===== src/verilog/cerq_pkg.sv =====
`default_nettype none
package cerq_pkg;

  // Record field widths
  localparam int unsigned KIND_W  = 8;
  localparam int unsigned CHAN_W  = 8;
  localparam int unsigned FRAME_W = 16;
  localparam int unsigned STAMP_W = 32;
  localparam int unsigned REC_W   = KIND_W + CHAN_W + FRAME_W + STAMP_W;

  // Queue depth after reset
  localparam int unsigned QUEUE_DEPTH = 8;

  // Event type codes
  localparam logic [KIND_W-1:0] KIND_EXPO_END = 8'h01;
  localparam logic [KIND_W-1:0] KIND_OVERRUN  = 8'h02;

  // Stream channel carried in every record
  localparam logic [CHAN_W-1:0] CHAN_ID = 8'h00;

  // Reset values
  localparam logic [STAMP_W-1:0] STAMP_RST = 32'h0000_0000;

  // One queued event record
  typedef struct packed {
    logic [KIND_W-1:0]  kind;
    logic [CHAN_W-1:0]  chan;
    logic [FRAME_W-1:0] frame;
    logic [STAMP_W-1:0] stamp;
  } cerq_rec_t;

  // Message framer states
  typedef enum logic [1:0] {
    ST_IDLE = 2'b00,
    ST_SEND = 2'b01,
    ST_WACK = 2'b10
  } cerq_state_t;

endpackage
`default_nettype wire


===== src/verilog/cerq_top.sv =====
// Function
// - Sources are exposure end and queue overrun
// - Records only while reporting is enabled
// - Each record carries its type code
// - Stream channel field always zero
// - Frame number captured at event time
// - Thirty-two bit timestamp captured at event
// - New records go into queue first
// - Send message when slot and records exist
// - One queued record gives single record message
// - Several queued records share one message
// - Full queue drops events, flags overrun
// - Overrun record queued only when enabled
// - Overrun record sent at next slot
// - Overrun record carries no loss details
`timescale 1ns/1ns
`default_nettype none
module cerq_top import cerq_pkg::*; #(
  parameter int unsigned DEPTH = QUEUE_DEPTH,
  parameter int unsigned CW    = $clog2(DEPTH + 1)
) (
  input  wire logic               clk,           // 10 MHz system clock
  input  wire logic               rst,           // Synchronous reset, high
  input  wire logic               expo_done,     // Exposure finished, one cycle
  input  wire logic [FRAME_W-1:0] frame_cnt,     // Running frame counter
  input  wire logic               rpt_expo_en,   // Exposure end reporting on
  input  wire logic               rpt_ovr_en,    // Overrun reporting on
  input  wire logic               bus_slot,      // Bus time available, pin
  input  wire logic               bus_rdy,       // Bus accepts a record, pin
  input  wire logic               host_ack,      // Host acknowledge, pin
  output var  logic               rec_valid_ff,  // Record word on bus
  output var  cerq_rec_t          rec_data_ff,   // Record contents
  output var  logic               msg_sop_ff,    // First record of message
  output var  logic               msg_eop_ff,    // Last record of message
  output var  logic [CW-1:0]      msg_nrec_ff,   // Records in this message
  output var  logic               msg_busy_ff,   // Message sent or awaiting ack
  output var  logic               overrun_ff     // Events being dropped
);

  cerq_state_t     state_ff;
  cerq_state_t     nxt_state;
  logic [CW-1:0]   left_ff;
  logic [STAMP_W-1:0] ts_ff;
  logic            ovr_lat_ff;
  logic [2:0]      link_s;
  logic            slot_s;
  logic            rdy_s;
  logic            ack_s;
  logic            ack_d_ff;
  logic            ack_rise;
  cerq_rec_t       push_rec;
  cerq_rec_t       pop_rec;
  logic            push_valid;
  logic            push_ready;
  logic            pop_valid;
  logic            pop_ready;
  logic [CW-1:0]   q_cnt;
  logic            expo_evt;
  logic            room_normal;
  logic            expo_take;
  logic            expo_drop;
  logic            ovr_push;

  // Link pins pass two flip-flops first
  cerq_sync2 #(.W(3)) u_sync (
    .clk  (clk),
    .rst  (rst),
    .din  ({bus_slot, bus_rdy, host_ack}),
    .dout (link_s)
  );
  assign slot_s = link_s[2];
  assign rdy_s  = link_s[1];
  assign ack_s  = link_s[0];

  // Acknowledge taken on its rising edge; a level left high would end the next message early
  always_ff @(posedge clk) begin
    if (rst) begin
      ack_d_ff <= 1'b0;
    end else begin
      ack_d_ff <= ack_s;
    end
  end

  assign ack_rise = ack_s && !ack_d_ff;

  // Free running timestamp
  always_ff @(posedge clk) begin
    if (rst) begin
      ts_ff <= STAMP_RST;
    end else begin
      ts_ff <= ts_ff + STAMP_W'(1);
    end
  end

  // Admission: the last slot is held back for an overrun record
  assign expo_evt    = expo_done && rpt_expo_en;
  assign room_normal = (q_cnt < CW'(DEPTH - 1));
  assign expo_take   = expo_evt && room_normal;
  assign expo_drop   = expo_evt && !room_normal;
  assign ovr_push    = expo_drop && !ovr_lat_ff && rpt_ovr_en;
  assign push_valid  = expo_take || ovr_push;

  // Record builder; overrun carries type, channel, frame and stamp, no loss details
  always_comb begin
    push_rec.kind  = ovr_push ? KIND_OVERRUN : KIND_EXPO_END;
    push_rec.chan  = CHAN_ID;
    push_rec.frame = frame_cnt;
    push_rec.stamp = ts_ff;
  end

  // Overrun latch, set wins over clear
  always_ff @(posedge clk) begin
    if (rst) begin
      ovr_lat_ff <= 1'b0;
      overrun_ff <= 1'b0;
    end else if (expo_drop) begin
      ovr_lat_ff <= 1'b1;
      overrun_ff <= 1'b1;
    end else if (room_normal) begin
      ovr_lat_ff <= 1'b0;
      overrun_ff <= 1'b0;
    end
  end

  // Event queue, oldest record first
  cerq_fifo #(.W(REC_W), .D(DEPTH), .CW(CW)) u_queue (
    .clk       (clk),
    .rst       (rst),
    .in_valid  (push_valid),
    .in_ready  (push_ready),
    .in_data   (push_rec),
    .out_valid (pop_valid),
    .out_ready (pop_ready),
    .out_data  (pop_rec),
    .count     (q_cnt)
  );

  // Drain only while sending and the bus takes a record
  assign pop_ready = (state_ff == ST_SEND) && rdy_s && (left_ff != '0);

  // Framer next state
  always_comb begin
    nxt_state = state_ff;
    unique case (state_ff)
      ST_IDLE: begin
        if (slot_s && q_cnt != '0) begin
          nxt_state = ST_SEND;
        end
      end
      ST_SEND: begin
        if (pop_ready && pop_valid && left_ff == CW'(1)) begin
          nxt_state = ST_WACK;
        end
      end
      ST_WACK: begin
        if (ack_rise) begin
          nxt_state = ST_IDLE;
        end
      end
      default: nxt_state = ST_IDLE;
    endcase
  end

  always_ff @(posedge clk) begin
    if (rst) begin
      state_ff <= ST_IDLE;
    end else begin
      state_ff <= nxt_state;
    end
  end

  // Snapshot every queued record into one message
  always_ff @(posedge clk) begin
    if (rst) begin
      left_ff     <= '0;
      msg_nrec_ff <= '0;
    end else if (state_ff == ST_IDLE && nxt_state == ST_SEND) begin
      left_ff     <= q_cnt;
      msg_nrec_ff <= q_cnt;
    end else if (pop_ready && pop_valid) begin
      left_ff <= left_ff - CW'(1);
    end
  end

  // Record output stage
  always_ff @(posedge clk) begin
    if (rst) begin
      rec_valid_ff <= 1'b0;
      rec_data_ff  <= '0;
      msg_sop_ff   <= 1'b0;
      msg_eop_ff   <= 1'b0;
    end else begin
      rec_valid_ff <= pop_ready && pop_valid;
      if (pop_ready && pop_valid) begin
        rec_data_ff <= pop_rec;
      end
      msg_sop_ff <= pop_ready && pop_valid && (left_ff == msg_nrec_ff);
      msg_eop_ff <= pop_ready && pop_valid && (left_ff == CW'(1));
    end
  end

  // Busy from start of message until acknowledge
  always_ff @(posedge clk) begin
    if (rst) begin
      msg_busy_ff <= 1'b0;
    end else begin
      msg_busy_ff <= (nxt_state != ST_IDLE);
    end
  end

  AST_NO_REC_DISABLED: assert property (@(posedge clk) disable iff (rst)
    (!rpt_expo_en && !rpt_ovr_en) |-> !push_valid)
    else $error("record queued while reporting disabled");

  AST_CHAN_ZERO: assert property (@(posedge clk) disable iff (rst)
    rec_valid_ff |-> (rec_data_ff.chan == CHAN_ID))
    else $error("stream channel not zero");

  AST_KIND_LEGAL: assert property (@(posedge clk) disable iff (rst)
    rec_valid_ff |-> (rec_data_ff.kind == KIND_EXPO_END || rec_data_ff.kind == KIND_OVERRUN))
    else $error("illegal event type");

  AST_STAMP_NOW: assert property (@(posedge clk) disable iff (rst)
    expo_take |=> (ts_ff == $past(ts_ff) + 32'h0000_0001) && ($past(push_rec.stamp) == $past(ts_ff)))
    else $error("timestamp not taken at event");

  AST_MSG_START: assert property (@(posedge clk) disable iff (rst)
    (state_ff == ST_IDLE && slot_s && q_cnt != '0)
      |=> (state_ff == ST_SEND && msg_nrec_ff == $past(q_cnt) && msg_busy_ff))
    else $error("message did not start with all records");

  AST_SINGLE: assert property (@(posedge clk) disable iff (rst)
    (msg_sop_ff && msg_nrec_ff == CW'(1)) |-> msg_eop_ff ##1 !rec_valid_ff)
    else $error("single record message not closed");

  AST_RESERVE: assert property (@(posedge clk) disable iff (rst)
    (push_valid && !ovr_push) |=> (q_cnt <= CW'(DEPTH - 1)))
    else $error("normal record used reserved slot");

  AST_OVR_EN: assert property (@(posedge clk) disable iff (rst)
    (push_valid && push_rec.kind == KIND_OVERRUN) |-> (rpt_ovr_en && expo_drop && push_ready))
    else $error("overrun record without cause or enable");

  AST_DROP_FLAG: assert property (@(posedge clk) disable iff (rst)
    expo_drop |=> (overrun_ff && ovr_lat_ff && q_cnt >= CW'(DEPTH - 2)))
    else $error("dropped event not flagged");

  AST_ACK_WAIT: assert property (@(posedge clk) disable iff (rst)
    (state_ff == ST_WACK && !ack_rise) |=> (state_ff == ST_WACK && !rec_valid_ff))
    else $error("left ack wait without acknowledge");

  AST_EXPO_OFF: assert property (@(posedge clk) disable iff (rst)
    (expo_done && !rpt_expo_en) |-> !push_valid)
    else $error("exposure record queued while its reporting is off");

  AST_ONLY_EXPO: assert property (@(posedge clk) disable iff (rst)
    push_valid |-> expo_evt)
    else $error("record queued without an exposure event");

  AST_EXPO_QUEUED: assert property (@(posedge clk) disable iff (rst)
    expo_take |-> (push_ready && push_rec.kind == KIND_EXPO_END))
    else $error("accepted exposure record not written to queue");

  AST_OVR_OFF: assert property (@(posedge clk) disable iff (rst)
    (push_valid && !rpt_ovr_en) |-> (push_rec.kind == KIND_EXPO_END))
    else $error("overrun record queued while its reporting is off");

  AST_OVR_ONCE: assert property (@(posedge clk) disable iff (rst)
    ovr_push |=> (ovr_lat_ff && q_cnt >= CW'(DEPTH - 1)))
    else $error("overrun record not stored in reserved slot");

  AST_OVR_CLEAR: assert property (@(posedge clk) disable iff (rst)
    (overrun_ff && room_normal) |=> !overrun_ff)
    else $error("overrun flag stuck after room returned");

  AST_IDLE_HOLD: assert property (@(posedge clk) disable iff (rst)
    (state_ff == ST_IDLE && (!slot_s || q_cnt == '0))
      |=> (state_ff == ST_IDLE && !msg_busy_ff))
    else $error("message started without bus time or records");

  AST_POP_IN_MSG: assert property (@(posedge clk) disable iff (rst)
    (state_ff != ST_SEND) |-> !pop_ready)
    else $error("record drained outside a message");

  AST_IDLE_QUIET: assert property (@(posedge clk) disable iff (rst)
    (state_ff == ST_IDLE) |-> !rec_valid_ff)
    else $error("record sent while no message open");

  AST_SOP_VALID: assert property (@(posedge clk) disable iff (rst)
    msg_sop_ff |-> (rec_valid_ff && msg_busy_ff))
    else $error("message start flag without record");

  AST_EOP_VALID: assert property (@(posedge clk) disable iff (rst)
    msg_eop_ff |-> (rec_valid_ff && state_ff == ST_WACK))
    else $error("message end flag without record");

  AST_LEFT_BOUND: assert property (@(posedge clk) disable iff (rst)
    (state_ff == ST_SEND) |-> (left_ff != '0 && left_ff <= q_cnt && left_ff <= msg_nrec_ff))
    else $error("message record count lost");

  AST_ACK_DONE: assert property (@(posedge clk) disable iff (rst)
    (state_ff == ST_WACK && ack_rise) |=> (state_ff == ST_IDLE && !msg_busy_ff))
    else $error("acknowledge did not close the message");

endmodule // cerq_top
`default_nettype wire


===== src/verilog/cerq_sync2.sv =====
`timescale 1ns/1ns
`default_nettype none
module cerq_sync2 import cerq_pkg::*; #(
  parameter int unsigned W = 1
) (
  input  wire logic         clk,   // System clock
  input  wire logic         rst,   // Synchronous reset
  input  wire logic [W-1:0] din,   // Asynchronous levels
  output var  logic [W-1:0] dout   // Synchronised levels
);

  logic [W-1:0] s1_ff;
  logic [W-1:0] s2_ff;

  // Two stage synchroniser, first stage feeds only the second
  always_ff @(posedge clk) begin
    if (rst) begin
      s1_ff <= '0;
      s2_ff <= '0;
    end else begin
      s1_ff <= din;
      s2_ff <= s1_ff;
    end
  end

  assign dout = s2_ff;

endmodule // cerq_sync2
`default_nettype wire


===== src/verilog/cerq_fifo.sv =====
`timescale 1ns/1ns
`default_nettype none
module cerq_fifo import cerq_pkg::*; #(
  parameter int unsigned W  = REC_W,
  parameter int unsigned D  = QUEUE_DEPTH,
  parameter int unsigned CW = $clog2(D + 1),
  parameter int unsigned AW = (D > 1) ? $clog2(D) : 1
) (
  input  wire logic          clk,        // System clock
  input  wire logic          rst,        // Synchronous reset
  input  wire logic          in_valid,   // Write request
  output var  logic          in_ready,   // Space available
  input  wire logic [W-1:0]  in_data,    // Write data
  output var  logic          out_valid,  // Data available
  input  wire logic          out_ready,  // Read request
  output var  logic [W-1:0]  out_data,   // Oldest entry
  output var  logic [CW-1:0] count       // Entries held
);

  logic [W-1:0]  mem_ff [D];
  logic [AW-1:0] wr_ff;
  logic [AW-1:0] rd_ff;
  logic [CW-1:0] cnt_ff;
  logic          push;
  logic          pop;

  assign in_ready  = (cnt_ff != CW'(D));
  assign out_valid = (cnt_ff != '0);
  assign push      = in_valid && in_ready;
  assign pop       = out_valid && out_ready;
  assign out_data  = mem_ff[rd_ff];
  assign count     = cnt_ff;

  // Storage write
  always_ff @(posedge clk) begin
    if (push) begin
      mem_ff[wr_ff] <= in_data;
    end
  end

  // Pointers wrap at depth, oldest first
  always_ff @(posedge clk) begin
    if (rst) begin
      wr_ff <= '0;
      rd_ff <= '0;
    end else begin
      if (push) begin
        wr_ff <= (wr_ff == AW'(D - 1)) ? '0 : wr_ff + AW'(1);
      end
      if (pop) begin
        rd_ff <= (rd_ff == AW'(D - 1)) ? '0 : rd_ff + AW'(1);
      end
    end
  end

  // Fill level
  always_ff @(posedge clk) begin
    if (rst) begin
      cnt_ff <= '0;
    end else if (push && !pop) begin
      cnt_ff <= cnt_ff + CW'(1);
    end else if (pop && !push) begin
      cnt_ff <= cnt_ff - CW'(1);
    end
  end

endmodule // cerq_fifo
`default_nettype wire


===== config.mk =====
export PLATFORM = sky130hd
export DESIGN_NAME = cerq_top
export DESIGN_NICKNAME = d
export VERILOG_FILES = /design/src/verilog/cerq_pkg.sv /design/src/verilog/cerq_top.sv /design/src/verilog/cerq_sync2.sv /design/src/verilog/cerq_fifo.sv
export SDC_FILE = /design/constraint.sdc
export NUM_CORES = 1
export LEC_CHECK = 0
export BUFFER_PORTS_ARGS = -buffer_cell sky130_fd_sc_hd__buf_2
export CORE_ASPECT_RATIO = 0.75
export CORE_MARGIN = 5
export CORE_UTILIZATION = 39
export CTS_BUF_LIST = sky130_fd_sc_hd__clkbuf_16
export DETAILED_ROUTE_END_ITERATION = 6
export GPL_ROUTABILITY_DRIVEN = 0
export MAX_ROUTING_LAYER = met4
export PLACE_DENSITY = 0.52
export SYNTH_ARGS = -nofsm -noshare
export SYNTH_HDL_FRONTEND = slang
export SYNTH_SLANG_ARGS = --single-unit

===== constraint.sdc =====
create_clock -name clk -period 8 [get_ports clk]
set_input_delay 0.8 -clock clk [delete_from_list [all_inputs] [get_ports clk]]
set_output_delay 0.8 -clock clk [all_outputs]
set_load 0.02 [all_outputs]

==> results_dict.tcl <==
set metrics [dict create \
    cts_hold_buf 0 \
    dr_total_vias 9817 \
    clk_pin_slew_worst_paths_ns 0.06 \
    setup.worst_path.end_class "register" \
    antennaDiodeCount 0 \
    power_density_mw_per_mm2 238.7 \
    cts.htree.levels 2 \
    worstPathRequired_ns 8.46 \
    grt_max_degree 83 \
    ys_top_cells_by_area "edfxtp_1, dfxtp_1, mux4_2" \
    yosysMostFrequentCell "edfxtp_1" \
    crit_arrival_ns 4.06 \
    path_max_fanout 50 \
    yosysSeqAreaShare 0.7286 \
    setup_tns_ns 0 \
    syn-cell-area_mm2 0.01962 \
    drv_slew 0 \
    setup_viol 0 \
    max-cap-violations 0 \
    wl_per_cell_um 21.74 \
    fin_crit_ns 3.595 \
    synth_top_cell_area_share 0.6122 \
    grt_first_pass_wirelength_um 63540 \
    areaGrowthSynthToFinish_pct 13.86 \
    cts_resized 0 \
    grt_usage 0.1553 \
    synth_ff_type "edfxtp_1" \
    synth_commonest_cells "edfxtp_1, dfxtp_1, mux4_2" \
    whs_path_depth 1 \
    power.leakage_nw 7.154 \
    max_freq_mhz 278.1 \
    route.antenna.remaining_nets 0 \
    whs_ns 0.4385 \
    clock_path_buffers 3 \
    worst_pin_slew_ns 1.032 \
    synth_edf_count 400 \
    finalCritPeriodShare 0.4494 \
    cts.sinks 514 \
    final-hold-violation-count 0 \
    clock_skew_ns 0.02475 \
    grt_setup_unrepaired "false" \
    num-nets-final 1224 \
    route.detailed.drc 0 \
    core_area_mm2 0.04993 \
    first_global_vias 10280 \
    placementRows 71 \
    pre_cts_ws_ns 4.357 \
    crit_type "reg2reg" \
    postLayoutCoreUtil 0.4474 \
    status "completed" \
    io_buffers 82 \
    overflow 0 \
    drt_wl_total_um 41030 \
    avgSynthCellArea_um2 17.82 \
    cts_buffers 50 \
    ys_types 52 \
    ff2ff_path_depth 11 \
    relSlewSlack 0.3117 \
    ys_seq_elements 514 \
    hpwl_um 23020 \
    cts_tree "done" \
    start_util 0.3930 \
    final_area_mm2 0.02234 \
    die_w_um 269.0 \
    critPathLaunchType "register" \
    worstSkewPairLatency_ns 0.58 \
    dieArea_mm2 0.05494 \
    layout_setup_ws_ns 4.405 \
    syn_inst 1101 \
    post_dp_cell_area_mm2 0.02074 \
    antenna_found_initial 0 \
    ys_warn_count 0 \
    vias_per_cell 5.202 \
    io_pins 97 \
    drive_above_1_share 0.2390 \
    cts_setup_buffers 0 \
    hold_path.class "reg2reg" \
    ys_async_sr_fraction 0 \
    yosys.area.top_type "edfxtp_1" \
    first_iter_violations 590 \
    die_h_um 204.2 \
    dr.pass1.iters 5 \
    peakVddDrop_uv 157.6 \
    ctsRootBufferMaster "clkbuf_16" \
]
flip-flops by register name, summed over array words and instances, names as in the netlist, 2 cells and up:
signal and cells:
u_queue.wr_ff 3, u_queue.mem_ff 400, rec_data_ff 50, left_ff 4, u_sync.s1_ff 3, u_sync.dout 3
state_ff 2, u_queue.count 4, u_queue.rd_ff 3, ts_ff 32, msg_nrec_ff 4
final timing paths:
kind	startpoint	to	slack [ns]
hold / removal	u_sync.s1_ff[0]$_SDFF_PP0_	u_sync.dout[0]$_SDFF_PP0_	0.44
hold reg to reg	u_sync.s1_ff[0]$_SDFF_PP0_	u_sync.dout[0]$_SDFF_PP0_	0.44
setup / recovery	u_queue.count[0]$_SDFFE_PP0P_	u_queue.count[3]$_SDFFE_PP0P_	4.40
setup reg to reg	u_queue.count[0]$_SDFFE_PP0P_	u_queue.count[3]$_SDFFE_PP0P_	4.40
through the flow:
stage,std cells,total power [W]
3_3_place_gp,1794,0.003085
5_1_grt,1887,0.005538
2_1_floorplan,1114,0.003043
3_5_place_dp,1794,0.003087
4_1_cts,1887,0.005411
6_report,1887,0.005332
placed cells by master, fill, tap and decap left out, types with 5 or more instances in the layout:
cell       synthesis  layout
nor4_1             6       5
buf_2             19      81
edfxtp_1         400     400
mux4_2           100     100
o21ai_0            5       5
or3_1              6       6
nand3_1           11      11
bufinv_16          0       5
o31ai_1           13      13
inv_1             15      24
nor3_1            11       6
a21oi_1           29      29
or4_1             15      15
nand2_1           18      18
clkinv_2           0      15
nand4_1            9       9
nor3_2             0       5
nor2_1            82      79
dfxtp_1          114     111
xnor2_1            7       7
ha_1              10      10
clkbuf_16          0      51
nand2b_1           5       5
nor2b_1           11      11
buf_4             14      22
xor2_1            11      11
mux2i_1           56      56
clkinv_1           0      10
a211oi_1          52      52
conb_1             1      14
per-layer routing:
layer	up-vias	track usage	routed length, um
met2	149	0.2332	18790
met5	-	-	0
li1	4530	-	-
met4	0	0.03911	733
met1	5078	0.2233	20010
met3	60	0.02624	1499
area by class of cell:
class	instances	area [um^2]
fill	4339	27590
sequential	514	14310
multi-input combinational	504	4984
clock buffer	51	1276
tap	657	822.0
timing repair buffer	103	570.5
clock inverter	42	320.3
inverter	16	60.06
logic make-up (layout without fill, tap and decap cells):
| family | after synthesis | in the layout | synth area share |
|---|---|---|---|
| AO/OA/AOI/OAI | 115 | 115 | 0.03960 |
| multiplexers | 159 | 159 | 0.1451 |
| flip-flops | 514 | 514 | 0.7286 |
| AND/OR/NAND/NOR | 187 | 187 | 0.04847 |
| adder cells (fa/ha/maj) | 11 | 11 | 0.007398 |
| other | 1 | 14 | 0.0001911 |
| buffers and inverters | 96 | 212 | 0.02264 |
| XOR/XNOR | 18 | 18 | 0.008036 |
critical path: stages, from the launching register on:
cell,delay (ns)
dfxtp_1,0.44
nor4_1,0.78
nor3_2,0.09
buf_4,0.33
inv_2,0.32
ha_1,0.22
inv_1,0.09
ha_1,0.29
a21o_1,0.18
a21oi_1,0.19
mux2i_1,0.22
mux2_2,0.34
power by group:
part	leakage, nW	switching [W]	internal, W
clock network	0.826	0.000988	0.00132
registers	4.60	0.0000160	0.00288
logic	1.72	0.0000827	0.0000436
total	7.15	0.00109	0.00424
(Power assumes the default switching activity.)
